--- config.mk ---
export PLATFORM = sky130hd
export DESIGN_NAME = cfa_fault_aggregator
export DESIGN_NICKNAME = d
export VERILOG_FILES = /design/src/rtl/cfa_pkg.sv /design/src/rtl/cfa_sync3.sv /design/src/rtl/cfa_flag_bank.sv /design/src/rtl/cfa_fault_aggregator.sv
export VERILOG_INCLUDE_DIRS = /design/src /design/src/rtl
export SDC_FILE = /design/constraint.sdc
export NUM_CORES = 1
export LEC_CHECK = 0
export BUFFER_PORTS_ARGS = -buffer_cell sky130_fd_sc_hd__buf_4
export CAP_MARGIN = 15
export CELL_PAD_IN_SITES_DETAIL_PLACEMENT = 0
export CELL_PAD_IN_SITES_GLOBAL_PLACEMENT = 1
export CORE_AREA = 3 3 91 93
export DETAILED_ROUTE_END_ITERATION = 10
export DIE_AREA = 0 0 94 96
export MAX_ROUTING_LAYER = met4
export PLACE_DENSITY_LB_ADDON = 0.1
export RECOVER_POWER = 100
export REMOVE_ABC_BUFFERS = 1
export SYNTH_ARGS = -nofsm -noshare
export SYNTH_HDL_FRONTEND = slang
export SYNTH_SLANG_ARGS = --single-unit
--- constraint.sdc ---
create_clock -name pclk -period 2.3 [get_ports pclk]
set_input_delay 0.575 -clock pclk [delete_from_list [all_inputs] [get_ports pclk]]
set_output_delay 0.575 -clock pclk [all_outputs]
set_load 0.05 [all_outputs]
--- src/rtl/cfa_map.svh ---
// constants of the converter fault aggregator: register indices, byte
// addresses, field positions, reset values
// assumes an APB slave whose byte address is four times a register index
//
// Function
// - The summary bit is one while any flag is set with its mask bit clear.
// - When selected, the summary bit drives the status output pin.
// - Bit 4 of the fault flags is set whenever the PLL is out of lock.
// - Bit 3 is set while the link is enabled but not in data encoding.
// - Bit 2 is set whenever a SYSREF event realigns the internal clocks.
// - Bit 1 is set on link disable, oscillator resync or A/B phase skew.
// - Bit 0 is set whenever the A and B clock dividers disagree.
// - A flag stays set until a one is written to it; a zero leaves it.
// - After reset the fault flags read 0x1F with the upper three bits clear.
// - A set mask bit keeps its flag out of the summary, flag untouched.
// - After reset the mask reads 0x1F so no fault reaches the summary bit.
// - Summary bits 7:1 read zero; flag and mask bits 7:5 are writable.
`ifndef CFA_MAP_SVH
`define CFA_MAP_SVH

`define CFA_NFLAG        5
`define CFA_IDX_SUMMARY  10'h2C0
`define CFA_IDX_FLAGS    10'h2C1
`define CFA_IDX_MASK     10'h2C2
`define CFA_IDX_CTRL     10'h2C3
`define CFA_IDX_LIVE     10'h2C4
`define CFA_ADDR_SUMMARY {`CFA_IDX_SUMMARY, 2'b00}
`define CFA_ADDR_FLAGS   {`CFA_IDX_FLAGS, 2'b00}
`define CFA_ADDR_MASK    {`CFA_IDX_MASK, 2'b00}
`define CFA_ADDR_CTRL    {`CFA_IDX_CTRL, 2'b00}
`define CFA_ADDR_LIVE    {`CFA_IDX_LIVE, 2'b00}
`define CFA_BIT_LOCK     4
`define CFA_BIT_LINK     3
`define CFA_BIT_REALIGN  2
`define CFA_BIT_OSC      1
`define CFA_BIT_DIV      0
`define CFA_FLAGS_RST    5'h1F
`define CFA_MASK_RST     5'h1F
`define CFA_RSV_RST      3'h0
`define CFA_CTRL_RST     1'h0

`endif

--- src/rtl/cfa_pkg.sv ---
// types of the converter fault aggregator
// assumes cfa_map.svh supplies the numbers
package cfa_pkg;

   // one bit per fault source, msb first as in the flag register
   typedef struct packed {
      logic lock_loss;
      logic link_down;
      logic realign;
      logic osc_upset;
      logic div_mismatch;
   } cfa_cond_t;

   // apb request as decoded from the bus
   typedef struct packed {
      logic        write;
      logic [11:0] addr;
   } cfa_req_t;

   // slave phase, one-hot
   typedef enum logic [1:0] {
      CFA_IDLE   = 2'b01,
      CFA_ACCESS = 2'b10
   } cfa_phase_t;

endpackage

--- src/rtl/cfa_sync3.sv ---
// three-stage synchroniser with agreement filter, one per bit
// assumes din changes slowly compared with pclk
`timescale 1ns/100ps
module cfa_sync3
#(
   parameter int W = 1
)
(
   input  wire logic         pclk,
   input  wire logic         presetn,
   input  wire logic [W-1:0] din,
   output logic      [W-1:0] dout
);
   genvar g;
   generate
      for (g = 0; g < W; g++)
      begin : g_bit
         logic s1_q, s2_q, s3_q, f_q, f_d;
         // output follows only once stage two and three agree
         always_comb
         begin
            f_d = (s2_q == s3_q) ? s3_q : f_q;
         end
         always_ff @(posedge pclk or negedge presetn)
         begin
            if (!presetn)
            begin
               s1_q <= 1'b0;
               s2_q <= 1'b0;
               s3_q <= 1'b0;
               f_q  <= 1'b0;
            end
            else
            begin
               s1_q <= din[g];
               s2_q <= s1_q;
               s3_q <= s2_q;
               f_q  <= f_d;
            end
         end
         assign dout[g] = f_q;
      end
   endgenerate
endmodule

--- src/rtl/cfa_flag_bank.sv ---
// sticky fault flags, set by hardware, cleared by writing one
// assumes set and clr come from the pclk domain
`timescale 1ns/100ps
`include "cfa_map.svh"
module cfa_flag_bank
(
   input  wire logic                   pclk,
   input  wire logic                   presetn,
   input  wire logic [`CFA_NFLAG-1:0]  set,
   input  wire logic [`CFA_NFLAG-1:0]  clr,
   output logic      [`CFA_NFLAG-1:0]  flags
);
   localparam logic [`CFA_NFLAG-1:0] RST = `CFA_FLAGS_RST;
   genvar g;
   generate
      for (g = 0; g < `CFA_NFLAG; g++)
      begin : g_flag
         logic q, d;
         // set beats clear, so a live fault re-arms at once
         always_comb
         begin
            d = set[g] | (q & ~clr[g]);
         end
         always_ff @(posedge pclk or negedge presetn)
         begin
            if (!presetn)
               q <= RST[g]; // all flags up after reset
            else
               q <= d;
         end
         assign flags[g] = q;
      end
   endgenerate
endmodule

--- src/rtl/cfa_fault_aggregator.sv ---
// converter fault aggregator: apb registers, fault flags, summary,
// interrupt and status pin routing
// assumes fault inputs are asynchronous levels or event toggles and that
// cal_status_in is already on pclk
`timescale 1ns/100ps
`include "cfa_map.svh"
module cfa_fault_aggregator
(
   input  wire logic        pclk,
   input  wire logic        presetn,
   input  wire logic        psel,
   input  wire logic        penable,
   input  wire logic        pwrite,
   input  wire logic [11:0] paddr,
   input  wire logic [31:0] pwdata,
   output logic      [31:0] prdata,
   output logic             pready,
   output logic             pslverr,
   input  wire logic        pll_locked,
   input  wire logic        link_enable,
   input  wire logic        data_encoding_state,
   input  wire logic        realign_toggle,
   input  wire logic        resync_toggle,
   input  wire logic        phase_mismatch,
   input  wire logic        divider_mismatch,
   input  wire logic        cal_status_in,
   output logic             status_output_pin,
   output logic             irq
);

   // synchronised inputs
   logic [6:0]              sync_out;
   logic                    locked_s;
   logic                    link_en_s;
   logic                    enc_s;
   logic                    realign_tog_s;
   logic                    resync_tog_s;
   logic                    phase_mis_s;
   logic                    div_mis_s;

   // toggle history for event detection
   logic                    realign_prev_q;
   logic                    realign_prev_d;
   logic                    resync_prev_q;
   logic                    resync_prev_d;
   logic                    realign_evt;
   logic                    resync_evt;

   // fault conditions and flags
   cfa_pkg::cfa_cond_t      cond;
   logic [`CFA_NFLAG-1:0]   cond_vec;
   logic [`CFA_NFLAG-1:0]   flags;
   logic [`CFA_NFLAG-1:0]   clr;
   logic                    summary;
   logic [`CFA_NFLAG-1:0]   unmasked;

   // software registers
   logic [`CFA_NFLAG-1:0]   mask_q;
   logic [`CFA_NFLAG-1:0]   mask_d;
   logic [2:0]              flag_rsv_q;
   logic [2:0]              flag_rsv_d;
   logic [2:0]              mask_rsv_q;
   logic [2:0]              mask_rsv_d;
   logic                    pin_sel_q;
   logic                    pin_sel_d;
   logic                    pin_q;
   logic                    pin_d;

   // apb slave state
   cfa_pkg::cfa_phase_t     phase_q;
   cfa_pkg::cfa_phase_t     phase_d;
   cfa_pkg::cfa_req_t       req;
   logic [31:0]             rdata_q;
   logic [31:0]             rdata_d;
   logic                    err_q;
   logic                    err_d;
   logic                    setup;
   logic                    wr_en;
   logic                    hit;
   logic [31:0]             rd_mux;

   // bring every asynchronous fault input onto pclk
   // a pin may move at any moment; the filter passes only a level that
   // two stages agree on, so a one-cycle glitch never reaches a flag
   cfa_sync3 #(.W(7)) u_sync
   (
      .pclk    (pclk),
      .presetn (presetn),
      .din     ({pll_locked, link_enable, data_encoding_state,
                 realign_toggle, resync_toggle, phase_mismatch,
                 divider_mismatch}),
      .dout    (sync_out)
   );

   // name the synchronised bits
   assign locked_s      = sync_out[6];
   assign link_en_s     = sync_out[5];
   assign enc_s         = sync_out[4];
   assign realign_tog_s = sync_out[3];
   assign resync_tog_s  = sync_out[2];
   assign phase_mis_s   = sync_out[1];
   assign div_mis_s     = sync_out[0];

   // each change of a filtered toggle is one event
   // history resets to the idle level of the filtered pins, so reset
   // itself never looks like an event
   always_comb
   begin
      realign_prev_d = realign_tog_s;
      resync_prev_d  = resync_tog_s;
      realign_evt    = realign_tog_s ^ realign_prev_q;
      resync_evt     = resync_tog_s ^ resync_prev_q;
   end

   // toggle history register
   always_ff @(posedge pclk or negedge presetn)
   begin
      if (!presetn)
      begin
         realign_prev_q <= 1'b0;
         resync_prev_q  <= 1'b0;
      end
      else
      begin
         realign_prev_q <= realign_prev_d;
         resync_prev_q  <= resync_prev_d;
      end
   end

   // fault conditions; levels hold the flag set while they last
   always_comb
   begin
      cond              = '0;
      cond.lock_loss    = ~locked_s;
      cond.link_down    = link_en_s & ~enc_s;
      cond.realign      = realign_evt;
      cond.osc_upset    = ~link_en_s | resync_evt
                          | phase_mis_s;
      cond.div_mismatch = div_mis_s;
   end

   // place each condition at its flag register bit
   always_comb
   begin
      cond_vec                   = '0;
      cond_vec[`CFA_BIT_LOCK]    = cond.lock_loss;
      cond_vec[`CFA_BIT_LINK]    = cond.link_down;
      cond_vec[`CFA_BIT_REALIGN] = cond.realign;
      cond_vec[`CFA_BIT_OSC]     = cond.osc_upset;
      cond_vec[`CFA_BIT_DIV]     = cond.div_mismatch;
   end

   // write-one-to-clear strobes for the flag register
   // a zero in any position leaves that flag alone
   always_comb
   begin
      clr = '0;
      if (wr_en && req.addr == `CFA_ADDR_FLAGS)
         clr = pwdata[`CFA_NFLAG-1:0];
   end

   // sticky flags with set winning over clear
   // a fault that is still present re-arms its flag at the next edge
   cfa_flag_bank u_flags
   (
      .pclk    (pclk),
      .presetn (presetn),
      .set     (cond_vec),
      .clr     (clr),
      .flags   (flags)
   );

   // summary of unmasked flags, also the interrupt line; the mask only
   // gates the summary and never touches the flags themselves
   assign unmasked = flags & ~mask_q;
   assign summary  = |unmasked;
   assign irq      = summary;

   // apb phase tracking; each transfer waits one setup cycle
   // so a stray penable outside a transfer is never answered
   always_comb
   begin
      phase_d = phase_q;
      case (phase_q)
         cfa_pkg::CFA_IDLE:
            if (psel && !penable)
               phase_d = cfa_pkg::CFA_ACCESS;
         cfa_pkg::CFA_ACCESS:
            if (psel && !penable)
               phase_d = cfa_pkg::CFA_ACCESS;
            else if (!psel || penable)
               phase_d = cfa_pkg::CFA_IDLE;
         default:
            phase_d = cfa_pkg::CFA_IDLE;
      endcase
   end

   // phase register
   always_ff @(posedge pclk or negedge presetn)
   begin
      if (!presetn)
         phase_q <= cfa_pkg::CFA_IDLE;
      else
         phase_q <= phase_d;
   end

   // request decode taken from the bus itself
   always_comb
   begin
      req.write = pwrite;
      req.addr  = paddr;
      setup     = psel & ~penable;
      wr_en     = psel & penable & req.write
                  & (phase_q == cfa_pkg::CFA_ACCESS) & ~err_q;
   end

   // address decode; anything outside the five words is refused
   always_comb
   begin
      case (paddr)
         `CFA_ADDR_SUMMARY,
         `CFA_ADDR_FLAGS,
         `CFA_ADDR_MASK,
         `CFA_ADDR_CTRL,
         `CFA_ADDR_LIVE:
            hit = 1'b1;
         default:
            hit = 1'b0;
      endcase
   end

   // read multiplexer; narrow registers sit in the low byte
   always_comb
   begin
      rd_mux = '0;
      case (paddr)
         `CFA_ADDR_SUMMARY:
            rd_mux[0] = summary;
         `CFA_ADDR_FLAGS:
            rd_mux[7:0] = {flag_rsv_q, flags};
         `CFA_ADDR_MASK:
            rd_mux[7:0] = {mask_rsv_q, mask_q};
         `CFA_ADDR_CTRL:
            rd_mux[0] = pin_sel_q;
         `CFA_ADDR_LIVE:
            rd_mux[`CFA_NFLAG-1:0] = cond_vec;
         default:
            rd_mux = '0;
      endcase
   end

   // read data and error are latched in the setup cycle
   // latching early keeps prdata steady through the whole access phase
   always_comb
   begin
      rdata_d = rdata_q;
      err_d   = err_q;
      if (setup)
      begin
         if (pwrite)
            rdata_d = 32'h00000000;                  // writes read zero
         else
            rdata_d = rd_mux;
         err_d   = ~hit;
      end
   end

   // read data and error register
   always_ff @(posedge pclk or negedge presetn)
   begin
      if (!presetn)
      begin
         rdata_q <= 32'h00000000;
         err_q   <= 1'b0;
      end
      else
      begin
         rdata_q <= rdata_d;
         err_q   <= err_d;
      end
   end

   // answer in the first access cycle
   // every transfer completes with no wait state
   assign pready  = psel & penable & (phase_q == cfa_pkg::CFA_ACCESS);
   assign pslverr = pready & err_q;
   assign prdata  = rdata_q;

   // mask, reserved bits and pin select writes
   // reserved bits of flags and mask are plain storage
   always_comb
   begin
      mask_d     = mask_q;
      mask_rsv_d = mask_rsv_q;
      flag_rsv_d = flag_rsv_q;
      pin_sel_d  = pin_sel_q;
      if (wr_en)
      begin
         case (req.addr)
            `CFA_ADDR_FLAGS:
               flag_rsv_d = pwdata[7:5];
            `CFA_ADDR_MASK:
            begin
               mask_d     = pwdata[`CFA_NFLAG-1:0];
               mask_rsv_d = pwdata[7:5];
            end
            `CFA_ADDR_CTRL:
               pin_sel_d  = pwdata[0];
            default:
               pin_sel_d  = pin_sel_q;
         endcase
      end
   end

   // register the software state
   always_ff @(posedge pclk or negedge presetn)
   begin
      if (!presetn)
      begin
         mask_q     <= `CFA_MASK_RST;
         mask_rsv_q <= `CFA_RSV_RST;
         flag_rsv_q <= `CFA_RSV_RST;
         pin_sel_q  <= `CFA_CTRL_RST;
      end
      else
      begin
         mask_q     <= mask_d;
         mask_rsv_q <= mask_rsv_d;
         flag_rsv_q <= flag_rsv_d;
         pin_sel_q  <= pin_sel_d;
      end
   end

   // status pin carries either calibration status or the summary
   // registered so the pin never glitches while flags and mask settle
   always_comb
   begin
      pin_d = pin_sel_q ? summary : cal_status_in;
   end

   // status pin register
   always_ff @(posedge pclk or negedge presetn)
   begin
      if (!presetn)
         pin_q <= 1'b0;
      else
         pin_q <= pin_d;
   end

   assign status_output_pin = pin_q;

endmodule

==> summary.md, run 1 <==
| Metric | Value |
|---|---|
| Result of the run | finished, final reports clean |
| Avg Synthesized Cell Area | 12.6 µm² |
| DIE HEIGHT | 96 µm |
| CTS tree | built |
| Number of buffers between clock root and the deepest sink | 2 |
| Skew-Pair Late Insertion Delay | 0.33 ns |
| Number of buffer and inverter instances along the worst setup path | 2 |
| # Post-CTS Setup Buffers | 0 |
| Hold-fix buffers at CTS | 0 |
| Signed area change from the synthesized netlist to the final layout | 18.6% |
| Part of the cycle the worst path needs | 0.958 |
| Largest incremental delay on the critical path | 0.54 ns |
| Fraction of the core area covered by cells at the end of the flow | 0.404 |
| Source of the worst register-to-register timing path | phase_q[0] |
| Initial Utilization | 0.341 |
| Count of input and output buffers | 44 |
| Average routed wire per standard cell | 13.5 µm |
| Crit path cell chain | inv_1, ha_2, and3_2, and2_1, buf_4 |
| Die area | 9020 µm² |
| Drt first-iter violations | 86 |
| Distinct cell type count after synthesis | 44 |
| Core ar. | 7610 µm² |
| PostCTS Resize Cnt | 0 |
| Total of endpoints with negative setup slack in the final report | 0 |
| Final worst slack | 0.0960 ns |
| Fin crit period | 2.20 ns |
| Die width | 94 µm |
| Worst slack after detailed placement | 0.258 ns |
| Crit path arrival time | 1.63 ns |
| Post-CTS clock slew at the launch and capture registers of the worst setup and hold paths | 0.06 ns |
| Number of flip-flops and latches in the synthesized netlist | 59 |
| H-tree levels | 3 |
| GR Util All Layers | 0.121 |
| Inserted Clock Buffers | 9 |
| Tightest slew margin relative to the limit | 0.0295 |
| Cell with the largest stage delay on the worst path | dfstp_2 |
| Wire length after detailed routing | 4930 µm |
| Fraction of final layout cells with drive strength greater than 1 | 0.266 |
| YS warnings | 0 |
| Sinks on the clock net | 59 |
| Commonest register cell after synthesis | dfrtp_1 |
| Hold Fails Final Rpt | 0 |
| Fmax | 454 MHz |
| Post-detailed-route via-to-cell ratio | 4.45 |
| Proportion of synthesized chip area in sequential cells | 0.575 |
| Combinational group share of total power | 0.116 |
| Startpoint kind of the worst setup timing path | flip-flop |
| Most common cell after layout, fill and taps aside | dfrtp_1 |
| Internal Pwr Total | 1.86 mW |
| Final Max Tran Viols | 0 |
| Pwr/cell area | 806 nW/µm² |
| Top fanout value on the critical path | 3 |
| Drt drc | 0 |
| Via count of the first global-routing pass | 1516 |
| Cell family with most CP delay | flip-flops |
| First-pass GRT wire length | 7890 µm |
| Critical path capture point type | primary output |
| VDD IR max | 0.389 mV |
| Remaining global-route overflow | 0 |
| Number of instances in the placed design | 349 |
| Netlist Area Pre-Place | 2590 µm² |
| Max_cap viols | 0 |
| Clock root buffer | clkbuf_8 |
| Detailed-router iteration count before antenna repair | 4 |
| Post-route setup TNS | 0 ns |
| Worst path required time | 1.73 ns |
| Core Rows | 32 |
| Start point of the critical path | phase_q[0] |
| Final weighted congestion of routability-driven global placement | 0.678 |
| Half-perimeter wire length after placement | 3520 µm |
| WHS Path Cells | 0 |
| Number of cell instances on the worst register-to-register path | 7 |
| Slew at the pin with the worst max-slew slack | 1.46 ns |
| Antenna violations before repair | 0 |
| Switching Power | 621 µW |
| Reg-to-reg critical path endpoint | mask_rsv_q[1] |
| Start-to-end type of the worst setup path | flip-flop to primary output |
| Final antenna-violating net count | 0 |
| Cell depth of the worst setup path | 5 |
| Ant. Diodes | 0 |
| Commonest non-fill, non-tap cells in the layout | dfrtp_1 (48), buf_4 (25), conb_1 (24) |
| Gate count of the mapped netlist | 205 |
| Path type of the worst min-delay path | flip-flop to flip-flop |
| Layout Cells excl Fill | 365 |
| Share of synthesized flip-flops with an asynchronous set or reset | 1.00 |
| Number of vias in the routed layout | 1623 |
| I/O Pins | 93 |
| RSZ-0062 raised after global routing | no |
| Count of flip-flops with a built-in enable after synthesis | 0 |
| Final layout net count | 317 |
| Crit path capture | pslverr |
| Part of the power in the clock network | 0.429 |
| Flop pwr share | 0.455 |
| Worst Skew | 0.00822 ns |
| Switching part of the total power | 0.251 |
| FF-to-FF setup slack | 0.20 ns |
| Total leakage power | 1.38 nW |
| Maximum number of pins on one net before global-route repair | 60 |
-- through the flow --
stage	cell area, µm²	total power [mW]	hold WS, ns
after detailed placement	2970	1.45	0.335
after global placement	2970	1.44	0.332
after floorplan	2450	1.33	0.279
after CTS	3200	2.53	0.333
after global routing	3080	2.61	0.349
final	3080	2.48	0.350
-- synth_stat cells (2+ instances only) --
library cell	instances	area, µm²
and3_1	3	18.8
buf_6	2	22.5
mux2_4	11	165
nor2b_1	7	43.8
xor2_1	2	17.5
dfstp_2	11	289
ha_1	2	25.0
a31oi_1	3	18.8
nand3_1	2	10.0
nand2_1	11	41.3
nand4b_1	2	17.5
o21ai_0	10	50.1
clkbuf_1	3	11.3
a22o_1	5	43.8
buf_4	25	188
nor2_1	9	33.8
a21o_1	3	22.5
nand4_1	4	25.0
dfrtp_1	48	1200
inv_1	5	18.8
maj3_1	7	70.1
a22oi_1	8	60.1
-- flip-flops by register name, summed over array words and instances, names as in the netlist, 5 cells and up --
register / flops
prdata: 8
u_sync.g_bit.f_q: 7
u_sync.g_bit.s1_q: 7
u_sync.g_bit.s2_q: 7
u_sync.g_bit.s3_q: 7
u_flags.g_flag.q: 5
mask_q: 5
-- area by class of cell --
class | instances | area (µm²)
Fill cell | 764 | 4530
Sequential cell | 59 | 1490
Multi-Input combinational cell | 133 | 886
Timing Repair Buffer | 50 | 325
Clock buffer | 12 | 155
Tap cell | 102 | 128
Clock inverter | 4 | 72.6
Inverter | 5 | 18.8
-- worst reg2reg max path, cell delays in order (launching register included) --
cell and delay [ns]:
dfstp_2 0.38, inv_1 0.05, ha_2 0.18, and3_2 0.19, and4b_1 0.29, clkbuf_1 0.21
nand3_2 0.27, mux2_1 0.42
-- cells by family after synthesis --
kind of cell / count (synthesis) / share of synthesized area
buffers and inverters: 36 / 0.0946
multiplexers: 13 / 0.0724
other: 1 / 0.00145
AND/OR/NAND/NOR: 49 / 0.117
flip-flops: 59 / 0.575
AO/OA/AOI/OAI: 35 / 0.0927
adder cells (fa/ha/maj): 9 / 0.0367
XOR/XNOR: 3 / 0.0101
-- power by group through the flow --
| stage | combinational [mW] | clock, mW | sequential, mW |
|---|---|---|---|
| CTS | 0.298 | 1.10 | 1.13 |
| detailed placement | 0.298 | 0 | 1.15 |
| floorplan | 0.188 | 0 | 1.14 |
| global route | 0.317 | 1.16 | 1.13 |
| finish | 0.288 | 1.06 | 1.13 |
| global placement | 0.293 | 0 | 1.14 |
-- how the worst min path moves through the flow --
stage	to	startpoint
6_report	u_sync.g_bit[0].s2_q	u_sync.g_bit[0].s1_q
5_1_grt	u_sync.g_bit[1].s1_q	phase_mismatch
4_1_cts	u_sync.g_bit[3].s1_q	realign_toggle
3_5_place_dp	u_sync.g_bit[0].s2_q	u_sync.g_bit[0].s1_q
3_3_place_gp	u_sync.g_bit[5].s2_q	u_sync.g_bit[5].s1_q
2_1_floorplan	err_q	presetn
-- layer usage --
metal  global-route usage  wire length, µm
met5                    -                0
met2                0.157             2040
met4               0.0578               97
met3               0.0344              362
met1                0.172             2430
No activity file was read; power rests on OpenSTA's default activity.
==> run 2, diff against run 1 <==
--- a/config.mk
+++ b/config.mk
@@ -10,9 +10,9 @@
 export CAP_MARGIN = 15
 export CELL_PAD_IN_SITES_DETAIL_PLACEMENT = 0
 export CELL_PAD_IN_SITES_GLOBAL_PLACEMENT = 1
-export CORE_AREA = 3 3 91 93
+export CORE_AREA = 3 3 99 101
 export DETAILED_ROUTE_END_ITERATION = 10
-export DIE_AREA = 0 0 94 96
+export DIE_AREA = 0 0 102 104
 export MAX_ROUTING_LAYER = met4
 export PLACE_DENSITY_LB_ADDON = 0.1
 export RECOVER_POWER = 100
==> run 2 against run 1 <==
  * Combinational power rose by 5%
  * Critical path depth did not move
  * Design area barely moved
  * Final cell count rose by 2.7%
  * Sequential power barely moved
  * Register-to-register slack improved by 0.11 ns
  * Worst hold slack barely moved
  * Global-route usage fell by 1.5 points
  * First-iteration DRC count fell by 24%
  * Worst setup slack got worse by 0.018 ns
  * Largest cell class unchanged
==> summary.md, run 2 (same netlist as run 1, synthesis figures left out) <==
| Metric | Value |
|---|---|
| Via count of the first global-routing pass | 1564 |
| Core Rows | 35 |
| Area taken by flip-flops and latches | 1490 µm² |
| Wire length after detailed routing | 5250 µm |
| Post-CTS clock slew at the launch and capture registers of the worst setup and hold paths | 0.07 ns |
| Max reg flops | 8 |
| Cell depth of the worst setup path | 5 |
| CTS tree | built |
| Total of endpoints with negative setup slack in the final report | 0 |
| Fraction of final layout cells with drive strength greater than 1 | 0.273 |
| Tightest slew margin relative to the limit | 0.0257 |
| Slew at the pin with the worst max-slew slack | 1.46 ns |
| Most heavily used metal layer in global routing | met1 |
| DIE HEIGHT | 104 µm |
| Die area | 10600 µm² |
| Fin crit period | 2.22 ns |
| Startpoint kind of the worst setup timing path | flip-flop |
| Part of the cycle the worst path needs | 0.966 |
| Signed area change from the synthesized netlist to the final layout | 18.7% |
| Fraction of met1 tracks used by global routing | 0.148 |
| Initial Utilization | 0.285 |
| Multi-input combinational cell area | 887 µm² |
| Pwr/cell area | 772 nW/µm² |
| Cell family with most CP delay | flip-flops |
| Worst Skew | 0.00860 ns |
| Skew-Pair Late Insertion Delay | 0.34 ns |
| Hold-fix buffers at CTS | 0 |
| Final weighted congestion of routability-driven global placement | 0.724 |
| Result of the run | finished, final reports clean |
| Final Max Tran Viols | 0 |
| Count of input and output buffers | 44 |
| RSZ-0062 raised after global routing | no |
| Sinks on the clock net | 59 |
| H-tree levels | 3 |
| Drt first-iter violations | 65 |
| Critical path capture point type | primary output |
| Clock root buffer | clkbuf_8 |
| Drt drc | 0 |
| Final antenna-violating net count | 0 |
| Antenna violations before repair | 0 |
| Number of vias in the routed layout | 1626 |
| Largest incremental delay on the critical path | 0.55 ns |
| Inserted Clock Buffers | 9 |
| Crit path arrival time | 1.65 ns |
| I/O Pins | 93 |
| Die width | 102 µm |
| Routing usage on met3 | 0.0241 |
| Fmax | 450 MHz |
| Number of fillers in the final layout | 949 |
| Number of instances in the placed design | 358 |
| Post-detailed-route via-to-cell ratio | 4.34 |
| Commonest non-fill, non-tap cells in the layout | dfrtp_1 (48), buf_4 (29), conb_1 (24) |
| Start-to-end type of the worst setup path | flip-flop to primary output |
| Number of cell instances on the worst register-to-register path | 7 |
| GR Util All Layers | 0.106 |
| Total leakage power | 1.37 nW |
| First-pass GRT wire length | 8270 µm |
| Half-perimeter wire length after placement | 3700 µm |
| Met2 usage in global routing | 0.143 |
| VDD IR max | 0.258 mV |
| Ant. Diodes | 0 |
| Number of buffer and inverter instances along the worst setup path | 2 |
| Path type of the worst min-delay path | flip-flop to flip-flop |
| Max_cap viols | 0 |
| Number of buffers between clock root and the deepest sink | 2 |
| Average routed wire per standard cell | 14.0 µm |
| Post-route setup TNS | 0 ns |
| Most common cell after layout, fill and taps aside | dfrtp_1 |
| Cell with the largest stage delay on the worst path | dfstp_2 |
| Maximum number of pins on one net before global-route repair | 60 |
| Remaining global-route overflow | 0 |
| Top fanout value on the critical path | 3 |
| Detailed-router iteration count before antenna repair | 4 |
| Hold Fails Final Rpt | 0 |
| Final layout net count | 318 |
| Layout Cells excl Fill | 375 |
| Worst path required time | 1.73 ns |
| Core ar. | 9110 µm² |
| WHS Path Cells | 0 |
| Crit path cell chain | inv_1, ha_1, and3_2, and2_1, buf_6 |
## run 2: cell count changes in the layout (fill, tap and decap cells not counted), moves of 2 or more
cell      previous run  this run
clkbuf_4            11         8
clkbuf_1            13        10
clkinv_4             0         3
clkbuf_8            11         9
buf_4               25        29
## run 2: path summary, 6_finish.rpt
check,start,to,slack (ns)
min reg2reg,u_sync.g_bit[1].s1_q,u_sync.g_bit[1].s2_q,0.35
max,phase_q[0],pslverr,0.08
max reg2reg,phase_q[0],mask_rsv_q[1],0.31
min,u_sync.g_bit[1].s1_q,u_sync.g_bit[1].s2_q,0.35
min in group asynchronous,presetn,flag_rsv_q[1],0.57
max in group asynchronous,presetn,prdata[4],0.84
## run 2: cell type report
type / count / share of cell area
multi-input combinational: 133 / 0.288
sequential: 59 / 0.484
tap: 111 / 0.0451
clock buffer: 9 / 0.0402
clock inverter: 7 / 0.0252
timing repair buffer: 51 / 0.111
inverter: 5 / 0.00610
## run 2: worst reg2reg max path: cells and delay by family, from the launching register on
kind | cells | cell delay [ns]
buf+inv | 2 | 0.21
mux | 1 | 0.35
flops | 1 | 0.55
simple gates | 3 | 0.55
fa+ha+maj | 1 | 0.22
## run 2: repair_timing
item | 4_1_cts | 5_1_grt
resized for setup | 0 | 1
setup buffers | 0 | 1
setup endpoints to repair | 0 | 1
endpoints found under the hold margin | 0 | 0
## run 2: where the power goes
| group | switching, mW | total (mW) | internal [mW] | leakage (nW) |
|---|---|---|---|---|
| sequential | 0.0302 | 1.13 | 1.10 | 0.707 |
| clock | 0.442 | 0.949 | 0.507 | 0.0998 |
| combinational | 0.197 | 0.301 | 0.105 | 0.565 |
| total | 0.669 | 2.38 | 1.71 | 1.37 |
## run 2: stage by stage
step,instance area (µm²),util,power (mW),hold WS (ns),worst slack [ns]
2_1_floorplan,2450,-,1.33,0.279,0.271
3_3_place_gp,2970,0.326,1.44,0.333,0.289
3_5_place_dp,2970,0.326,1.45,0.336,0.286
4_1_cts,3170,0.348,2.41,0.321,0.0127
5_1_grt,3080,0.338,2.52,0.340,0.00561
6_report,3080,0.338,2.38,0.349,0.0777
## run 2: layer usage
metal  vias up  routed length (µm)  share of wire
met2        67                2280           0.43
met3         8                 344          0.066
li1        780                   -              -
met4         0                 100          0.019
met1       771                2520           0.48
met5         -                   0              0
==> run 3, diff against run 2 <==
--- a/config.mk
+++ b/config.mk
@@ -17,6 +17,8 @@
 export PLACE_DENSITY_LB_ADDON = 0.1
 export RECOVER_POWER = 100
 export REMOVE_ABC_BUFFERS = 1
+export SETUP_SLACK_MARGIN = 0.4
+export SKIP_LAST_GASP = 1
 export SYNTH_ARGS = -nofsm -noshare
 export SYNTH_HDL_FRONTEND = slang
 export SYNTH_SLANG_ARGS = --single-unit
==> run 3 against run 2 <==
  * Combinational power rose by 5%
  * Worst setup slack improved by 0.099 ns
  * Non-clock buffer count is 4 higher
  * Highest routed layer unchanged
  * Register-to-register slack gained 0.10 ns
  * Sequential power barely moved
==> summary.md, run 3 (same netlist as run 1, synthesis figures left out) <==
| Metric | Value |
|---|---|
| Max_cap viols | 0 |
| VDD IR max | 0.258 mV |
| Worst path required time | 1.73 ns |
| FF-to-FF setup slack | 0.41 ns |
| GR Util All Layers | 0.107 |
| Cell with the largest stage delay on the worst path | dfstp_1 |
| Drt first-iter violations | 54 |
| Ant. Diodes | 0 |
| Remaining global-route overflow | 0 |
| Commonest non-fill, non-tap cells in the layout | dfrtp_1 (48), buf_4 (32), conb_1 (24) |
| Start-to-end type of the worst setup path | flip-flop to primary output |
| Half-perimeter wire length after placement | 3700 µm |
| Final weighted congestion of routability-driven global placement | 0.724 |
| Critical path capture point type | primary output |
| Clock root buffer | clkbuf_8 |
| Inserted Clock Buffers | 9 |
| Fraction of final layout cells with drive strength greater than 1 | 0.313 |
| Cell family with most CP delay | flip-flops |
| Skew-Pair Late Insertion Delay | 0.34 ns |
| Core ar. | 9110 µm² |
| Detailed-router iteration count before antenna repair | 4 |
| Count of input and output buffers | 44 |
| Die width | 102 µm |
| Sinks on the clock net | 59 |
| Cell depth of the worst setup path | 5 |
| Crit path arrival time | 1.55 ns |
| Slew at the pin with the worst max-slew slack | 1.46 ns |
| CTS tree | built |
| H-tree levels | 3 |
| Number of vias in the routed layout | 1632 |
| Part of the cycle the worst path needs | 0.923 |
| Post-CTS clock slew at the launch and capture registers of the worst setup and hold paths | 0.07 ns |
| RSZ-0062 raised after global routing | yes |
| Core Rows | 35 |
| Top fanout value on the critical path | 3 |
| Via count of the first global-routing pass | 1587 |
| Final design area excluding fillers | 3180 µm² |
| Crit path capture | pslverr |
| Initial Utilization | 0.285 |
| Placed cell areas | 2970 µm² |
| Maximum number of pins on one net before global-route repair | 60 |
| Average routed wire per standard cell | 14.0 µm |
| Hold Fails Final Rpt | 0 |
| Post-route setup TNS | 0 ns |
| Number of fillers in the final layout | 931 |
| Tightest slew margin relative to the limit | 0.0246 |
| Startpoint kind of the worst setup timing path | flip-flop |
| Die area | 10600 µm² |
| Source of the worst register-to-register timing path | phase_q[0] |
| Final layout net count | 322 |
| Max reg flops | 8 |
| Most common cell after layout, fill and taps aside | dfrtp_1 |
| Number of buffers between clock root and the deepest sink | 2 |
| Total leakage power | 1.45 nW |
| DIE HEIGHT | 104 µm |
| Path type of the worst min-delay path | flip-flop to flip-flop |
| I/O Pins | 93 |
| Fin crit period | 2.12 ns |
| Fmax | 471 MHz |
| Number of cell instances on the worst register-to-register path | 7 |
| Signed area change from the synthesized netlist to the final layout | 22.6% |
| Pwr/cell area | 750 nW/µm² |
| Final Max Tran Viols | 0 |
| Number of buffer and inverter instances along the worst setup path | 2 |
| Drt drc | 0 |
| Start point of the critical path | phase_q[0] |
| Worst Skew | 0.00815 ns |
| Crit path cell chain | inv_1, ha_1, and3_4, and2_4, buf_8 |
| Result of the run | finished, final reports clean |
| Reg-to-reg critical path endpoint | mask_rsv_q[1] |
| Largest incremental delay on the critical path | 0.53 ns |
| Final antenna-violating net count | 0 |
| Antenna violations before repair | 0 |
| Total of endpoints with negative setup slack in the final report | 0 |
| First-pass GRT wire length | 8390 µm |
| Post-detailed-route via-to-cell ratio | 4.31 |
| Wire length after detailed routing | 5290 µm |
## run 3: cell types whose count changed in the layout (fill, tap and decap cells not counted), sizes merged
cell	previous run	this run
clkbuf	29	30
buf	31	34
## run 3: layer usage
layer,global-route usage,share of wire
met1,0.150,0.48
met4,0.0534,0.022
met3,0.0241,0.064
met5,-,0
met2,0.145,0.44
## run 3: final cells by class
type,count,area (µm²),share of cell area
repair buffers,55,379,0.119
inverters,5,18.8,0.00590
multi-input cells,133,951,0.299
clock buffers,9,124,0.0390
clock inverters,7,77.6,0.0244
flip-flops and latches,59,1490,0.469
well taps,111,139,0.0437
## run 3: report_power, final
group | internal (mW) | switching (mW) | leakage [nW]
Sequential | 1.09 | 0.0287 | 0.706
Combinational | 0.115 | 0.202 | 0.649
Clock | 0.507 | 0.440 | 0.0998
Total | 1.71 | 0.670 | 1.45
## run 3: what timing repair did
| action | CTS | global route |
|---|---|---|
| endpoints found under the setup margin | 15 | 9 |
| gates cloned | 0 | 0 |
| buffers inserted | 3 | 2 |
| pin swaps | 4 | 1 |
| hold buffers | 0 | 0 |
| gates resized for setup | 18 | 1 |
## run 3: per-stage QoR
stage	std cells	worst slack (ns)	hold WS (ns)	total power, mW	util
6_report	379	0.177	0.349	2.38	0.349
5_1_grt	379	0.105	0.340	2.53	0.349
4_1_cts	377	0.183	0.321	2.45	0.358
3_5_place_dp	358	0.286	0.336	1.45	0.326
3_3_place_gp	358	0.289	0.333	1.44	0.326
2_1_floorplan	197	0.271	0.279	1.33	-
## run 3: worst min path at each step
| stage | startpoint | to | slack (ns) | cells after the start |
|---|---|---|---|---|
| final | u_sync.g_bit[1].s1_q | u_sync.g_bit[1].s2_q | 0.35 | 0 |
| after global routing | data_encoding_state | u_sync.g_bit[4].s1_q | 0.34 | 1 |
| after CTS | phase_mismatch | u_sync.g_bit[1].s1_q | 0.32 | 1 |
| after detailed placement | u_sync.g_bit[1].s1_q | u_sync.g_bit[1].s2_q | 0.34 | 0 |
| after global placement | u_sync.g_bit[1].s1_q | u_sync.g_bit[1].s2_q | 0.33 | 0 |
| after floorplan | presetn | err_q | 0.28 | 0 |
